### config.mk
export PLATFORM = sky130hd
export DESIGN_NAME = crr_top
export DESIGN_NICKNAME = d
export VERILOG_FILES = /design/src/rtl/crr_pkg.sv /design/src/rtl/crr_divider.sv /design/src/rtl/crr_top.sv
export SDC_FILE = /design/constraint.sdc
export NUM_CORES = 1
export LEC_CHECK = 0
export ABC_AREA = 1
export BUFFER_PORTS_ARGS = -buffer_cell sky130_fd_sc_hd__buf_2
export CAP_MARGIN = 0
export CORE_MARGIN = 2
export CORE_UTILIZATION = 40
export CTS_CLUSTER_SIZE = 30
export DETAILED_ROUTE_END_ITERATION = 12
export PLACE_DENSITY = 0.55
export SLEW_MARGIN = 40
export SYNTH_ARGS = -nofsm -noshare
export SYNTH_HDL_FRONTEND = slang
export SYNTH_HIERARCHICAL = 1
export SYNTH_SLANG_ARGS = --single-unit
export TNS_END_PERCENT = 10
### constraint.sdc
create_clock -name i_clk -period 2.9 [get_ports i_clk]
set_clock_uncertainty 0.05 [all_clocks]
set_input_delay 0.58 -clock i_clk [delete_from_list [all_inputs] [get_ports i_clk]]
set_output_delay 0.58 -clock i_clk [all_outputs]
set_load 0.1 [all_outputs]
### src/rtl/crr_pkg.sv
// Purpose: shared constants for the clock ratio and reset release block
// Assumes: 32-bit classic wishbone register bus, byte addresses
// Notes:   all offsets, fields, reset values and counts live here
package crr_pkg;

	// ==========================================================
	// register map (byte addresses, one aligned word each)
	// ==========================================================
	localparam logic [7:0] OFS_PWR_MGMT_CTRL = 8'h00; // ratio override
	localparam logic [7:0] OFS_SPI_DIVIDER   = 8'h04; // spi ratio
	localparam logic [7:0] OFS_STATUS        = 8'h08; // read only state
	localparam logic [7:0] OFS_SERIAL_BASE   = 8'h10; // port n at +4n

	// ==========================================================
	// power management control fields
	// ==========================================================
	localparam int PMC_OVR_BIT   = 0; // 1: software ratio wins over pins if two or more
	localparam int PMC_RATIO_LSB = 1; // software core:input multiplier
	localparam int PMC_RATIO_W   = 6;

	// ==========================================================
	// status fields
	// ==========================================================
	localparam int STS_CORE_RUN_BIT = 0; // core reset released
	localparam int STS_PINS_LSB     = 1; // captured ratio select pins
	localparam int STS_RATIO_LSB    = 4; // active multiplier

	// ==========================================================
	// reset values and ratios
	// ==========================================================
	localparam logic [5:0]  RATIO_SEL_00  = 6'h06; // 6:1
	localparam logic [5:0]  RATIO_SEL_01  = 6'h20; // 32:1
	localparam logic [5:0]  RATIO_SEL_10  = 6'h10; // 16:1
	localparam logic [5:0]  RATIO_SEL_11  = 6'h06; // 6:1
	localparam logic [5:0]  PMC_RATIO_RST = 6'h10;
	localparam logic [15:0] DIV_RST       = 16'h0001;
	localparam int          PCLK_DIV      = 2; // core cycles per pclk

	// ==========================================================
	// reset release timing
	// ==========================================================
	localparam int CORE_RST_IN_CYCLES   = 4096; // input clock cycles
	localparam int CORE_RST_CORE_CYCLES = 2;    // trailing core cycles

endpackage : crr_pkg

### src/rtl/crr_divider.sv
// Purpose: programmable tick divider, one output pulse per ratio ticks
// Assumes: i_tick is a one-cycle enable on i_clk
// Notes:   a ratio of zero behaves as one
`timescale 1ns/1ps
`default_nettype none
module crr_divider #(
	parameter int W = 16
) (
	input  wire logic         i_clk,
	input  wire logic         i_rst_n,
	input  wire logic         i_tick,  // source rate enable
	input  wire logic [W-1:0] i_ratio, // divide ratio
	output logic              o_tick   // divided enable, registered
);
	initial begin
		if (W < 2) $error("crr_divider: W must be at least 2");
	end

	// ==========================================================
	// state
	// ==========================================================
	typedef struct packed {
		logic [W-1:0] cnt; // source ticks seen this period
		logic         out; // pulse register
	} crr_div_t;

	crr_div_t st;      // registered state
	crr_div_t next_st; // next state

	// count source ticks and fire at the end of each period
	always_comb begin
		next_st     = st;
		next_st.out = 1'b0;
		if (i_tick) begin
			if (st.cnt + 1'b1 >= i_ratio) begin
				next_st.cnt = '0;
				next_st.out = 1'b1;
			end else begin
				next_st.cnt = st.cnt + 1'b1;
			end
		end
	end

	// register the state
	always_ff @(posedge i_clk or negedge i_rst_n) begin
		if (!i_rst_n) begin
			st <= '0;
		end else begin
			st <= next_st;
		end
	end

	assign o_tick = st.out;
endmodule : crr_divider
`default_nettype wire

### src/rtl/crr_top.sv
// Purpose: core/input clock ratio, derived rate enables, core reset release
// Assumes: i_clk is the core clock; input clock is modelled as an enable
// Notes:   wishbone classic slave for ratio and divider registers
//
// The address map and the Wishbone interface to the registers were left to the implementer.
`timescale 1ns/1ps
`default_nettype none
// Contract
// - peripheral period is two core periods
// - serial clock is peripheral times port ratio
// - spi clock is peripheral times spi ratio
// - ratio pins held and sampled during reset
// - core multiple 6, 16, 32 or software
// - core reset released 4096 input plus two
// - late reset release may add one cycle
module crr_top
	import crr_pkg::*;
#(
	parameter int NUM_SPORT     = 2,
	parameter int DIV_W         = 16,
	parameter int RST_IN_CYCLES = CORE_RST_IN_CYCLES
) (
	input  wire logic                 i_clk,
	input  wire logic                 i_rst_n,
	input  wire logic                 i_reset_pin_n,     // external reset
	input  wire logic [1:0]           i_ratio_select_pins,
	input  wire logic                 i_wb_cyc,
	input  wire logic                 i_wb_stb,
	input  wire logic                 i_wb_we,
	input  wire logic [7:0]           i_wb_adr,
	input  wire logic [31:0]          i_wb_dat,
	input  wire logic [3:0]           i_wb_sel,
	output logic [31:0]               o_wb_dat,
	output logic                      o_wb_ack,
	output logic                      o_core_rst_n,      // internal reset
	output logic                      o_input_clock_en,  // input clk tick
	output logic                      o_pclk_en,         // peripheral tick
	output logic [NUM_SPORT-1:0]      o_serial_clk_en,   // per port
	output logic                      o_spi_serial_clk_en
);
	initial begin
		if (NUM_SPORT < 1 || NUM_SPORT > 8)
			$error("crr_top: NUM_SPORT must be 1..8");
		if (DIV_W < 2 || DIV_W > 32)
			$error("crr_top: DIV_W must be 2..32");
		if (RST_IN_CYCLES < 2 || RST_IN_CYCLES > 65535)
			$error("crr_top: RST_IN_CYCLES must be 2..65535");
	end

	// ==========================================================
	// state types
	// ==========================================================
	typedef enum logic [1:0] {
		RS_HOLD, // external reset low, counter cleared
		RS_COUNT, // counting input clock cycles
		RS_TAIL, // trailing core cycles
		RS_RUN // core out of reset
	} crr_rst_state_t;

	typedef struct packed {
		crr_rst_state_t              rs;       // reset release phase
		logic [16:0]                 in_cnt;   // input cycles counted
		logic [1:0]                  tail_cnt; // core cycles after count
		logic [1:0]                  pins;     // captured ratio pins
		logic [5:0]                  div_cnt;  // core cycles in input clk
		logic                        in_en;    // input clock tick
		logic                        pclk_ph;  // peripheral phase
		logic                        pclk_en;  // peripheral tick
		logic                        core_rst_n;
		logic                        pmc_ovr;  // software ratio enable
		logic [PMC_RATIO_W-1:0]      pmc_ratio;
		logic [DIV_W-1:0]            spi_div;
		logic [NUM_SPORT-1:0][DIV_W-1:0] ser_div;
		logic                        ack;
		logic [31:0]                 rdat;
	} crr_state_t;

	crr_state_t st;      // registered state
	crr_state_t next_st; // next state

	// ==========================================================
	// ratio selection
	// ==========================================================
	logic [5:0] pin_ratio;    // multiplier from captured pins
	logic [5:0] active_ratio; // multiplier in force

	// decode the pins captured during reset
	always_comb begin
		case (st.pins)
			2'b00:   pin_ratio = RATIO_SEL_00;
			2'b01:   pin_ratio = RATIO_SEL_01;
			2'b10:   pin_ratio = RATIO_SEL_10;
			2'b11:   pin_ratio = RATIO_SEL_11;
			default: pin_ratio = RATIO_SEL_00;
		endcase
	end

	// software ratio overrides pins; values below two are unusable
	always_comb begin
		if (st.pmc_ovr && st.pmc_ratio >= 6'h02) begin
			active_ratio = st.pmc_ratio;
		end else begin
			active_ratio = pin_ratio;
		end
	end

	// ==========================================================
	// bus decode
	// ==========================================================
	logic        bus_req;  // new request this cycle
	logic [31:0] wmask;    // byte lane mask
	logic [31:0] status;   // status word
	logic [7:0]  ser_ofs;  // offset within serial block
	logic [2:0]  ser_idx;  // serial port addressed
	logic        ser_hit;  // address lands on a serial divider

	assign bus_req = i_wb_cyc && i_wb_stb && !st.ack;
	assign wmask   = {{8{i_wb_sel[3]}}, {8{i_wb_sel[2]}},
		{8{i_wb_sel[1]}}, {8{i_wb_sel[0]}}};
	assign ser_ofs = i_wb_adr - OFS_SERIAL_BASE;
	assign ser_idx = ser_ofs[4:2];
	assign ser_hit = (i_wb_adr >= OFS_SERIAL_BASE) &&
		(ser_ofs[1:0] == 2'b00) &&
		(32'(ser_ofs[7:2]) < NUM_SPORT);

	// live status: run flag, captured pins, active multiplier
	always_comb begin
		status                   = '0;
		status[STS_CORE_RUN_BIT] = st.core_rst_n;
		status[STS_PINS_LSB+:2]  = st.pins;
		status[STS_RATIO_LSB+:6] = active_ratio;
	end

	// ==========================================================
	// next state
	// ==========================================================
	logic [31:0] wval; // merged write value scratch

	// one process computes all state transitions
	always_comb begin
		next_st         = st;
		wval            = '0;
		next_st.in_en   = 1'b0;
		next_st.pclk_en = 1'b0;
		next_st.ack     = 1'b0;

		// input clock tick: one per active_ratio core cycles
		// the >= compare absorbs a ratio change in mid period, so the
		// first period after a change may be short but never hangs
		if (st.div_cnt + 6'h01 >= active_ratio) begin
			next_st.div_cnt = '0;
			next_st.in_en   = 1'b1;
		end else begin
			next_st.div_cnt = st.div_cnt + 6'h01;
		end

		// peripheral tick every second core cycle
		next_st.pclk_ph = ~st.pclk_ph;
		if (st.pclk_ph) begin
			next_st.pclk_en = 1'b1;
		end

		// reset release sequence
		// the count runs on input clock ticks, not core cycles, so the
		// delay scales with the ratio in force; the ratio pins are
		// frozen once the pin is seen high, which keeps the count and
		// the multiplier steady while the core waits
		case (st.rs)
			RS_HOLD: begin
				next_st.in_cnt     = '0;
				next_st.tail_cnt   = '0;
				next_st.core_rst_n = 1'b0;
				// pins are sampled continuously while reset is low
				if (!i_reset_pin_n) begin
					next_st.pins = i_ratio_select_pins;
				end else if (st.in_en) begin
					// first input edge that sees the pin high counts;
					// a release just after an edge waits a whole extra
					// input cycle for the next one
					next_st.in_cnt = 17'h00001;
					next_st.rs     = RS_COUNT;
				end
			end
			RS_COUNT: begin
				if (st.in_en) begin
					if (32'(st.in_cnt) >= RST_IN_CYCLES) begin
						next_st.rs = RS_TAIL;
					end else begin
						next_st.in_cnt = st.in_cnt + 17'h00001;
					end
				end
			end
			RS_TAIL: begin
				if (32'(st.tail_cnt) + 1 >= CORE_RST_CORE_CYCLES) begin
					next_st.rs         = RS_RUN;
					next_st.core_rst_n = 1'b1;
				end else begin
					next_st.tail_cnt = st.tail_cnt + 2'h1;
				end
			end
			RS_RUN: begin
				next_st.core_rst_n = 1'b1;
			end
			default: begin
				next_st.rs = RS_HOLD;
			end
		endcase
		// a low reset pin always restarts the sequence
		if (!i_reset_pin_n) begin
			next_st.rs         = RS_HOLD;
			next_st.in_cnt     = '0;
			next_st.core_rst_n = 1'b0;
			next_st.pins       = i_ratio_select_pins;
		end

		// register bus: one wait-free answer per request
		// the write lands on the edge that takes the request and the
		// acknowledge rises on that same edge; a held strobe is not
		// taken twice because the pending acknowledge masks it
		if (bus_req) begin
			next_st.ack  = 1'b1;
			next_st.rdat = '0;
			if (i_wb_adr == OFS_PWR_MGMT_CTRL) begin
				wval = {25'h0, st.pmc_ratio, st.pmc_ovr};
				next_st.rdat = wval;
				if (i_wb_we) begin
					wval = (wval & ~wmask) | (i_wb_dat & wmask);
					next_st.pmc_ovr   = wval[PMC_OVR_BIT];
					next_st.pmc_ratio = wval[PMC_RATIO_LSB+:PMC_RATIO_W];
				end
			end else if (i_wb_adr == OFS_SPI_DIVIDER) begin
				wval = 32'(st.spi_div);
				next_st.rdat = wval;
				if (i_wb_we) begin
					wval = (wval & ~wmask) | (i_wb_dat & wmask);
					next_st.spi_div = wval[DIV_W-1:0];
				end
			end else if (i_wb_adr == OFS_STATUS) begin
				next_st.rdat = status; // writes ignored
			end else if (ser_hit) begin
				wval = 32'(st.ser_div[ser_idx]);
				next_st.rdat = wval;
				if (i_wb_we) begin
					wval = (wval & ~wmask) | (i_wb_dat & wmask);
					next_st.ser_div[ser_idx] = wval[DIV_W-1:0];
				end
			end
		end
	end

	// ==========================================================
	// state register
	// ==========================================================
	always_ff @(posedge i_clk or negedge i_rst_n) begin
		if (!i_rst_n) begin
			st            <= '0;
			st.rs         <= RS_HOLD;
			st.pmc_ratio  <= PMC_RATIO_RST;
			st.spi_div    <= DIV_W'(DIV_RST);
			st.ser_div    <= {NUM_SPORT{DIV_W'(DIV_RST)}};
		end else begin
			st <= next_st;
		end
	end

	// ==========================================================
	// port and spi dividers, fed from the peripheral tick
	// ==========================================================
	// all dividers share the peripheral tick, so every derived rate
	// stays aligned to it; a ratio change applies from the count
	// already reached, so one period may come out short
	crr_divider #(.W(DIV_W)) u_spi_div (
		.i_clk   (i_clk),
		.i_rst_n (i_rst_n),
		.i_tick  (st.pclk_en),
		.i_ratio (st.spi_div),
		.o_tick  (o_spi_serial_clk_en)
	);

	genvar gi;
	generate
		for (gi = 0; gi < NUM_SPORT; gi++) begin : g_ser
			crr_divider #(.W(DIV_W)) u_ser_div (
				.i_clk   (i_clk),
				.i_rst_n (i_rst_n),
				.i_tick  (st.pclk_en),
				.i_ratio (st.ser_div[gi]),
				.o_tick  (o_serial_clk_en[gi])
			);
		end
	endgenerate

	// ==========================================================
	// outputs, all from flops
	// ==========================================================
	assign o_wb_dat         = st.rdat;
	assign o_wb_ack         = st.ack;
	assign o_core_rst_n     = st.core_rst_n;
	assign o_input_clock_en = st.in_en;
	assign o_pclk_en        = st.pclk_en;
endmodule : crr_top
`default_nettype wire

* Word level (Yosys, flattened, before mapping)
Index checks and enable logic that the tools add are counted.
** Operators by class
- Bitwise operators :: 12
- $mul :: 0
- Order comparisons :: 11
- Shifts and indexed selects :: 0
- Muxes and demuxes :: 37
- Equal/unequal tests :: 17
- Reduce and logical (&&, ||, !) cells :: 20
- Div/mod/pow operators :: 0
- Add/subtract/negate cells :: 8
** Operators by type and width (number)
- two-way mux 16 bit :: 10
- two-way mux 19 bit :: 3
- adder 16 x 1 -> 16 bit, second input constant :: 3
- bitwise AND 16 bit :: 3
- greater-or-equal comparator 16 bit :: 3
- case mux 17 bit (2 select lines) :: 1
- two-way mux 33 bit :: 1
- bitwise mux 32 bit :: 1
- OR 16 bit :: 2
- case mux 6 bit (3 select lines) :: 1
- adder 17 x 1 -> 17 bit, second input constant :: 1
- greater-or-equal comparator 17 x 13 -> 1 bit, second input constant :: 1
- two-way mux 17 bit :: 1
- demux 16 bit (select 1 bit) :: 1
- inverter 16 bit :: 1
- != test 3 bit, second input constant :: 5
- two-way mux 6 bit :: 2
- two-way mux 1 bit :: 10
- equality test 2 bit, second input constant :: 4
- equality test 8 x 3 -> 1 bit, second input constant :: 1
- equality test 8 x 4 -> 1 bit, second input constant :: 1
- greater-or-equal comparator 8 x 5 -> 1 bit, second input constant :: 1
- zero test 8 bit :: 1
- != test 4 x 1 -> 1 bit, second input constant :: 2
- 30 further kinds :: 45
** Storage, ports and cells
- Word-level logic and storage cells :: 127
- RAM bits :: 0
- Memories :: 0
- Memory bits (read-only) :: 0
- Register bits :: 172
- Bits in latches :: 0

* Logic depth before layout (Yosys ltp)
- Depth after elaboration :: 9
- Depth in mapped cells :: 16

* Cells and area by module
The synthesis kept the hierarchy.
** By module, submodules not included
- crr_top :: cells an instance 700, area an instance 5774.3 sq um, times used 1, seq. area each 2632.5 sq um
- crr_divider :: cells an instance 215, area an instance 1492.7 sq um, times used 3, seq. area each 425.4 sq um

* Worst setup path before layout
OpenSTA, ideal clock, no wires.
- Path type :: flip-flop to flip-flop
- Start point :: register g_ser[0].u_ser_div/st[1] (netlist bit)
- End point :: register g_ser[0].u_ser_div/st[10] (netlist bit)
- Data arrival time :: 1.997 ns
- Slack :: 0.788 ns
- Library setup time :: 0.066 ns
- Data required time :: 2.784 ns
- Path buffers :: 1
- Period minus slack after synthesis :: 2.112 ns
- Stages on the path, launching flop included :: 16
- Cell sequence :: dfrtp_1 -> ha_1 -> nand2_1 -> xor2_1 -> inv_1 -> ha_1 -> nand2_1 -> inv_1 -> nand2_1 -> nand2_1 -> nor2_1 -> nand2_1 -> nand2_2 -> buf_2 -> nand4_1 -> nand2_1
** On the way
- Word-level cells in the longest chain between the ends :: 3
** Ends and longest elaborated chain
- start, declared :: line crr_divider.sv:27 : crr_div_t st;
- start signal, assigned :: line crr_divider.sv:49 : st <= next_st;
- adder 16 x 1 -> 16 bit * :: line crr_divider.sv:35, crr_divider.sv:39
- greater-or-equal comparator 16 bit :: line crr_divider.sv:35 : if (st.cnt + 1'b1 >= i_ratio) begin
- two-way mux 16 bit * :: line crr_divider.sv:35
Mark *: on every way between the ends. The rest lies on a longest branch, timed or not.
A chain may end at the register's enable or synchronous reset.

* Final worst setup path
- Start point :: register u_spi_div/st[1] (netlist bit)
- End point :: register u_spi_div/st[6] (netlist bit)
** On the way
- Word-level cells in the longest chain between the ends :: 3
** Ends and longest elaborated chain (line)
- start, declared :: crr_divider.sv:27
- start signal, assigned :: crr_divider.sv:49
- adder 16 x 1 -> 16 bit * :: crr_divider.sv:35, crr_divider.sv:39
- greater-or-equal comparator 16 bit :: crr_divider.sv:35
- two-way mux 16 bit * :: crr_divider.sv:35
Marked as above.

==> metrics <==
CTS sink cnt 156; CTS buffer count 17; Nets 1,494; critical path type reg2reg; Reg-to-Reg Start u_spi_div/st[1]; count of state elements after synthesis 156; maxcap violations 0; Final Hold Vio Count 0; Final Cycle Share 86.03%; IO Count 91; Post-Synth XOR/XNOR Area 3.295%; clock tree buffer depth 2; Avg Cell Area, Syn 7.623 um2; FP Rows 58; Starting Density 40.71%; 1st-iter DRT viols 587; port bufs 56; fill cell count 2,523; fin area 11,260 um2; drt first pass iters 5; min Tclk post-route 2.495 ns; leakage power total 5.692 nW; Synth Area in Adders 8.177%; synth top area cells dfrtp_1 (37%), nand2_1 (15%), ha_1 (8.2%), inv_1 (6.4%), nand4_1 (3.9%); Clock transition at path regs 0.07 ns; internal reg-to-reg setup slack 0.41 ns; Max VDD drop 0.3132 mV; # setup viols final 0; RSZ-0062 raised after global routing false; vias in the first global route 8,236; worst min-delay path category in2async; Worst slew margin 46.99%; Clock Latency Late Sink 0.43 ns; CTS tree yes; CP Capture Type flop; pre-CTS setup slack 0.2453 ns; reg-to-reg endpoint u_spi_div/st[6]; die width 164.1 um; Area Growth Syn to Fin 9.812%; top_reg_cell synth dfrtp_1; WL final 24.08 mm; Die Span Y 164.1 um; Yosys cell types 40; post-synthesis sequential area ratio 38.13%; post-synthesis compound-gate area fraction 8.909%; gr ovfl total 0; Hold Buf Count CTS 0; Via Count 8,345; DRC 0; antenna viol nets, final 0; biggest area consumer among synthesized cells dfrtp_1; WP data required 3.22 ns; CORE AREA 25,180 um2; Placed Area 10,630 um2; largest net degree at the start of global routing 57; most common cell in the synthesized netlist nand2_1; HPWL after DPL 17.85 mm; Max Slew Vio Count 0; Die Area 26,930 um2; ys async rst share 100.0%; Commonest cells post-synth nand2_1 (418), inv_1 (174), dfrtp_1 (152); Synth Cell Area 10,250 um2; Least-Margin Pin Slew 0.7943 ns; Mapped Cells 1,345; final core occ 44.71%; Setup crit start kind flop; initial antenna violation count 0; simple-gate share of the synthesized area 29.52%; outcome finished, final reports clean; multiplexer share of the synthesized area 0.5858%; largest family of logic cells by synthesized area simple AND/OR/NAND/NOR gates; R2R cell count 14; H-Tree Depth 4; total power 6.093 mW; Synth top area share 37.10%; FMAX 400.8 MHz; routability cong. 0.8378; critical path arrival 2.81 ns; number of antenna repair diodes 0; total track usage 19.26%; critical path peak fanout 17; drt wl/cell 14.02 um; first-pass GRT wire length 41.39 mm; Yosys warning count 6; number of synthesized flops with an enable pin 0; layout cell share with drive strength beyond 1 13.47%; DR vias/cell 4.857; root buffer cell clkbuf_16; setup tns final 0 ns; Post-CTS Setup Inserts 0; final setup margin 0.4052 ns; PwrDens 541.2 nW/um2
## kinds of logic (layout without fill, tap and decap cells)
| group | after synthesis | in the layout |
|---|---|---|
| fa+ha+maj | 67 | 67 |
| simple gates | 676 | 676 |
| flops | 156 | 156 |
| other cells | 1 | 16 |
| compound gates | 152 | 152 |
| buf+inv | 251 | 279 |
| xor+xnor | 36 | 36 |
| mux | 6 | 6 |
## where the power goes
group | internal [mW] | switching [mW]
Combinational | 0.356 | 0.923
Sequential | 2.29 | 0.127
Clock | 1.40 | 0.992
## cell type report
cell class | instances | area [um2] | area share (%)
Multi-Input combinational cell | 953 | 5241 | 46.55
Sequential cell | 156 | 3909 | 34.72
Inverter | 181 | 684.4 | 6.079
Clock buffer | 19 | 442.9 | 3.934
Tap cell | 330 | 412.9 | 3.667
Timing Repair Buffer | 66 | 386.6 | 3.434
Clock inverter | 13 | 181.4 | 1.611
## metal layers
metal / up-vias / global-route usage [%] / routed length [um]
met2: 106 / 32.37 / 11400
met5: - / 0 / 0
met1: 3908 / 25.92 / 11720
met4: 0 / 4.545 / 284
met3: 23 / 3.207 / 673
li1: 4308 / - / -
## cells in the final DEF (no fill, tap or decap), drive strengths merged
| cell type | Yosys | layout |
|---|---|---|
| nand2 | 437 | 437 |
| inv | 176 | 181 |
| dfrtp | 152 | 152 |
| nor2 | 110 | 110 |
| o21ai | 91 | 91 |
| ha | 67 | 67 |
| buf | 63 | 66 |
| nand4 | 65 | 65 |
| nand3 | 53 | 53 |
| a21oi | 48 | 48 |
| xnor2 | 21 | 21 |
| clkbuf | 7 | 19 |
| conb | 1 | 16 |
| xor2 | 15 | 15 |
| o211ai | 11 | 11 |
| clkinv | 5 | 7 |
| mux2i | 6 | 6 |
| nor3 | 5 | 5 |
| nand3b | 4 | 4 |
| dfstp | 4 | 4 |
| clkinvlp | 0 | 3 |
| bufinv | 0 | 3 |
| o2111ai | 1 | 1 |
| a31oi | 1 | 1 |
| nor3b | 1 | 1 |
| or2 | 1 | 1 |
## how the worst max path moves through the flow
stage,startpoint,endpoint
global placement,g_ser[0].u_ser_div/st[1],g_ser[0].u_ser_div/st[10]
detailed placement,g_ser[0].u_ser_div/st[1],g_ser[0].u_ser_div/st[6]
global route,u_spi_div/st[1],u_spi_div/st[16]
CTS,g_ser[0].u_ser_div/st[1],g_ser[0].u_ser_div/st[10]
finish,u_spi_div/st[1],u_spi_div/st[6]
floorplan,g_ser[0].u_ser_div/st[1],g_ser[0].u_ser_div/st[10]
## critical path, stage by stage, from the launching register on
cell	delay (ns)
dfrtp_1	0.44
inv_1	0.12
nor2_4	0.18
nand2_1	0.11
xnor2_1	0.33
ha_1	0.32
nand2_1	0.06
inv_1	0.04
nand2_1	0.06
nand2_1	0.05
nor2_1	0.09
nand2_1	0.07
nand2_2	0.28
nand4_1	0.15
nand2_1	0.09
## metrics by stage
stage	hold slack (ns)	instances
2_1_floorplan	0.2344	1360
3_3_place_gp	0.3106	1686
3_5_place_dp	0.3087	1686
4_1_cts	0.02840	1718
5_1_grt	0.03608	1718
6_report	0.02109	1718
## what timing repair did
item / 4_1_cts / 5_1_grt
endpoints found under the setup margin: 0 / 2
gates resized for setup: 0 / 1
endpoints found under the hold margin: 0 / 0
Note: power is estimated with default switching activity, not from simulation.
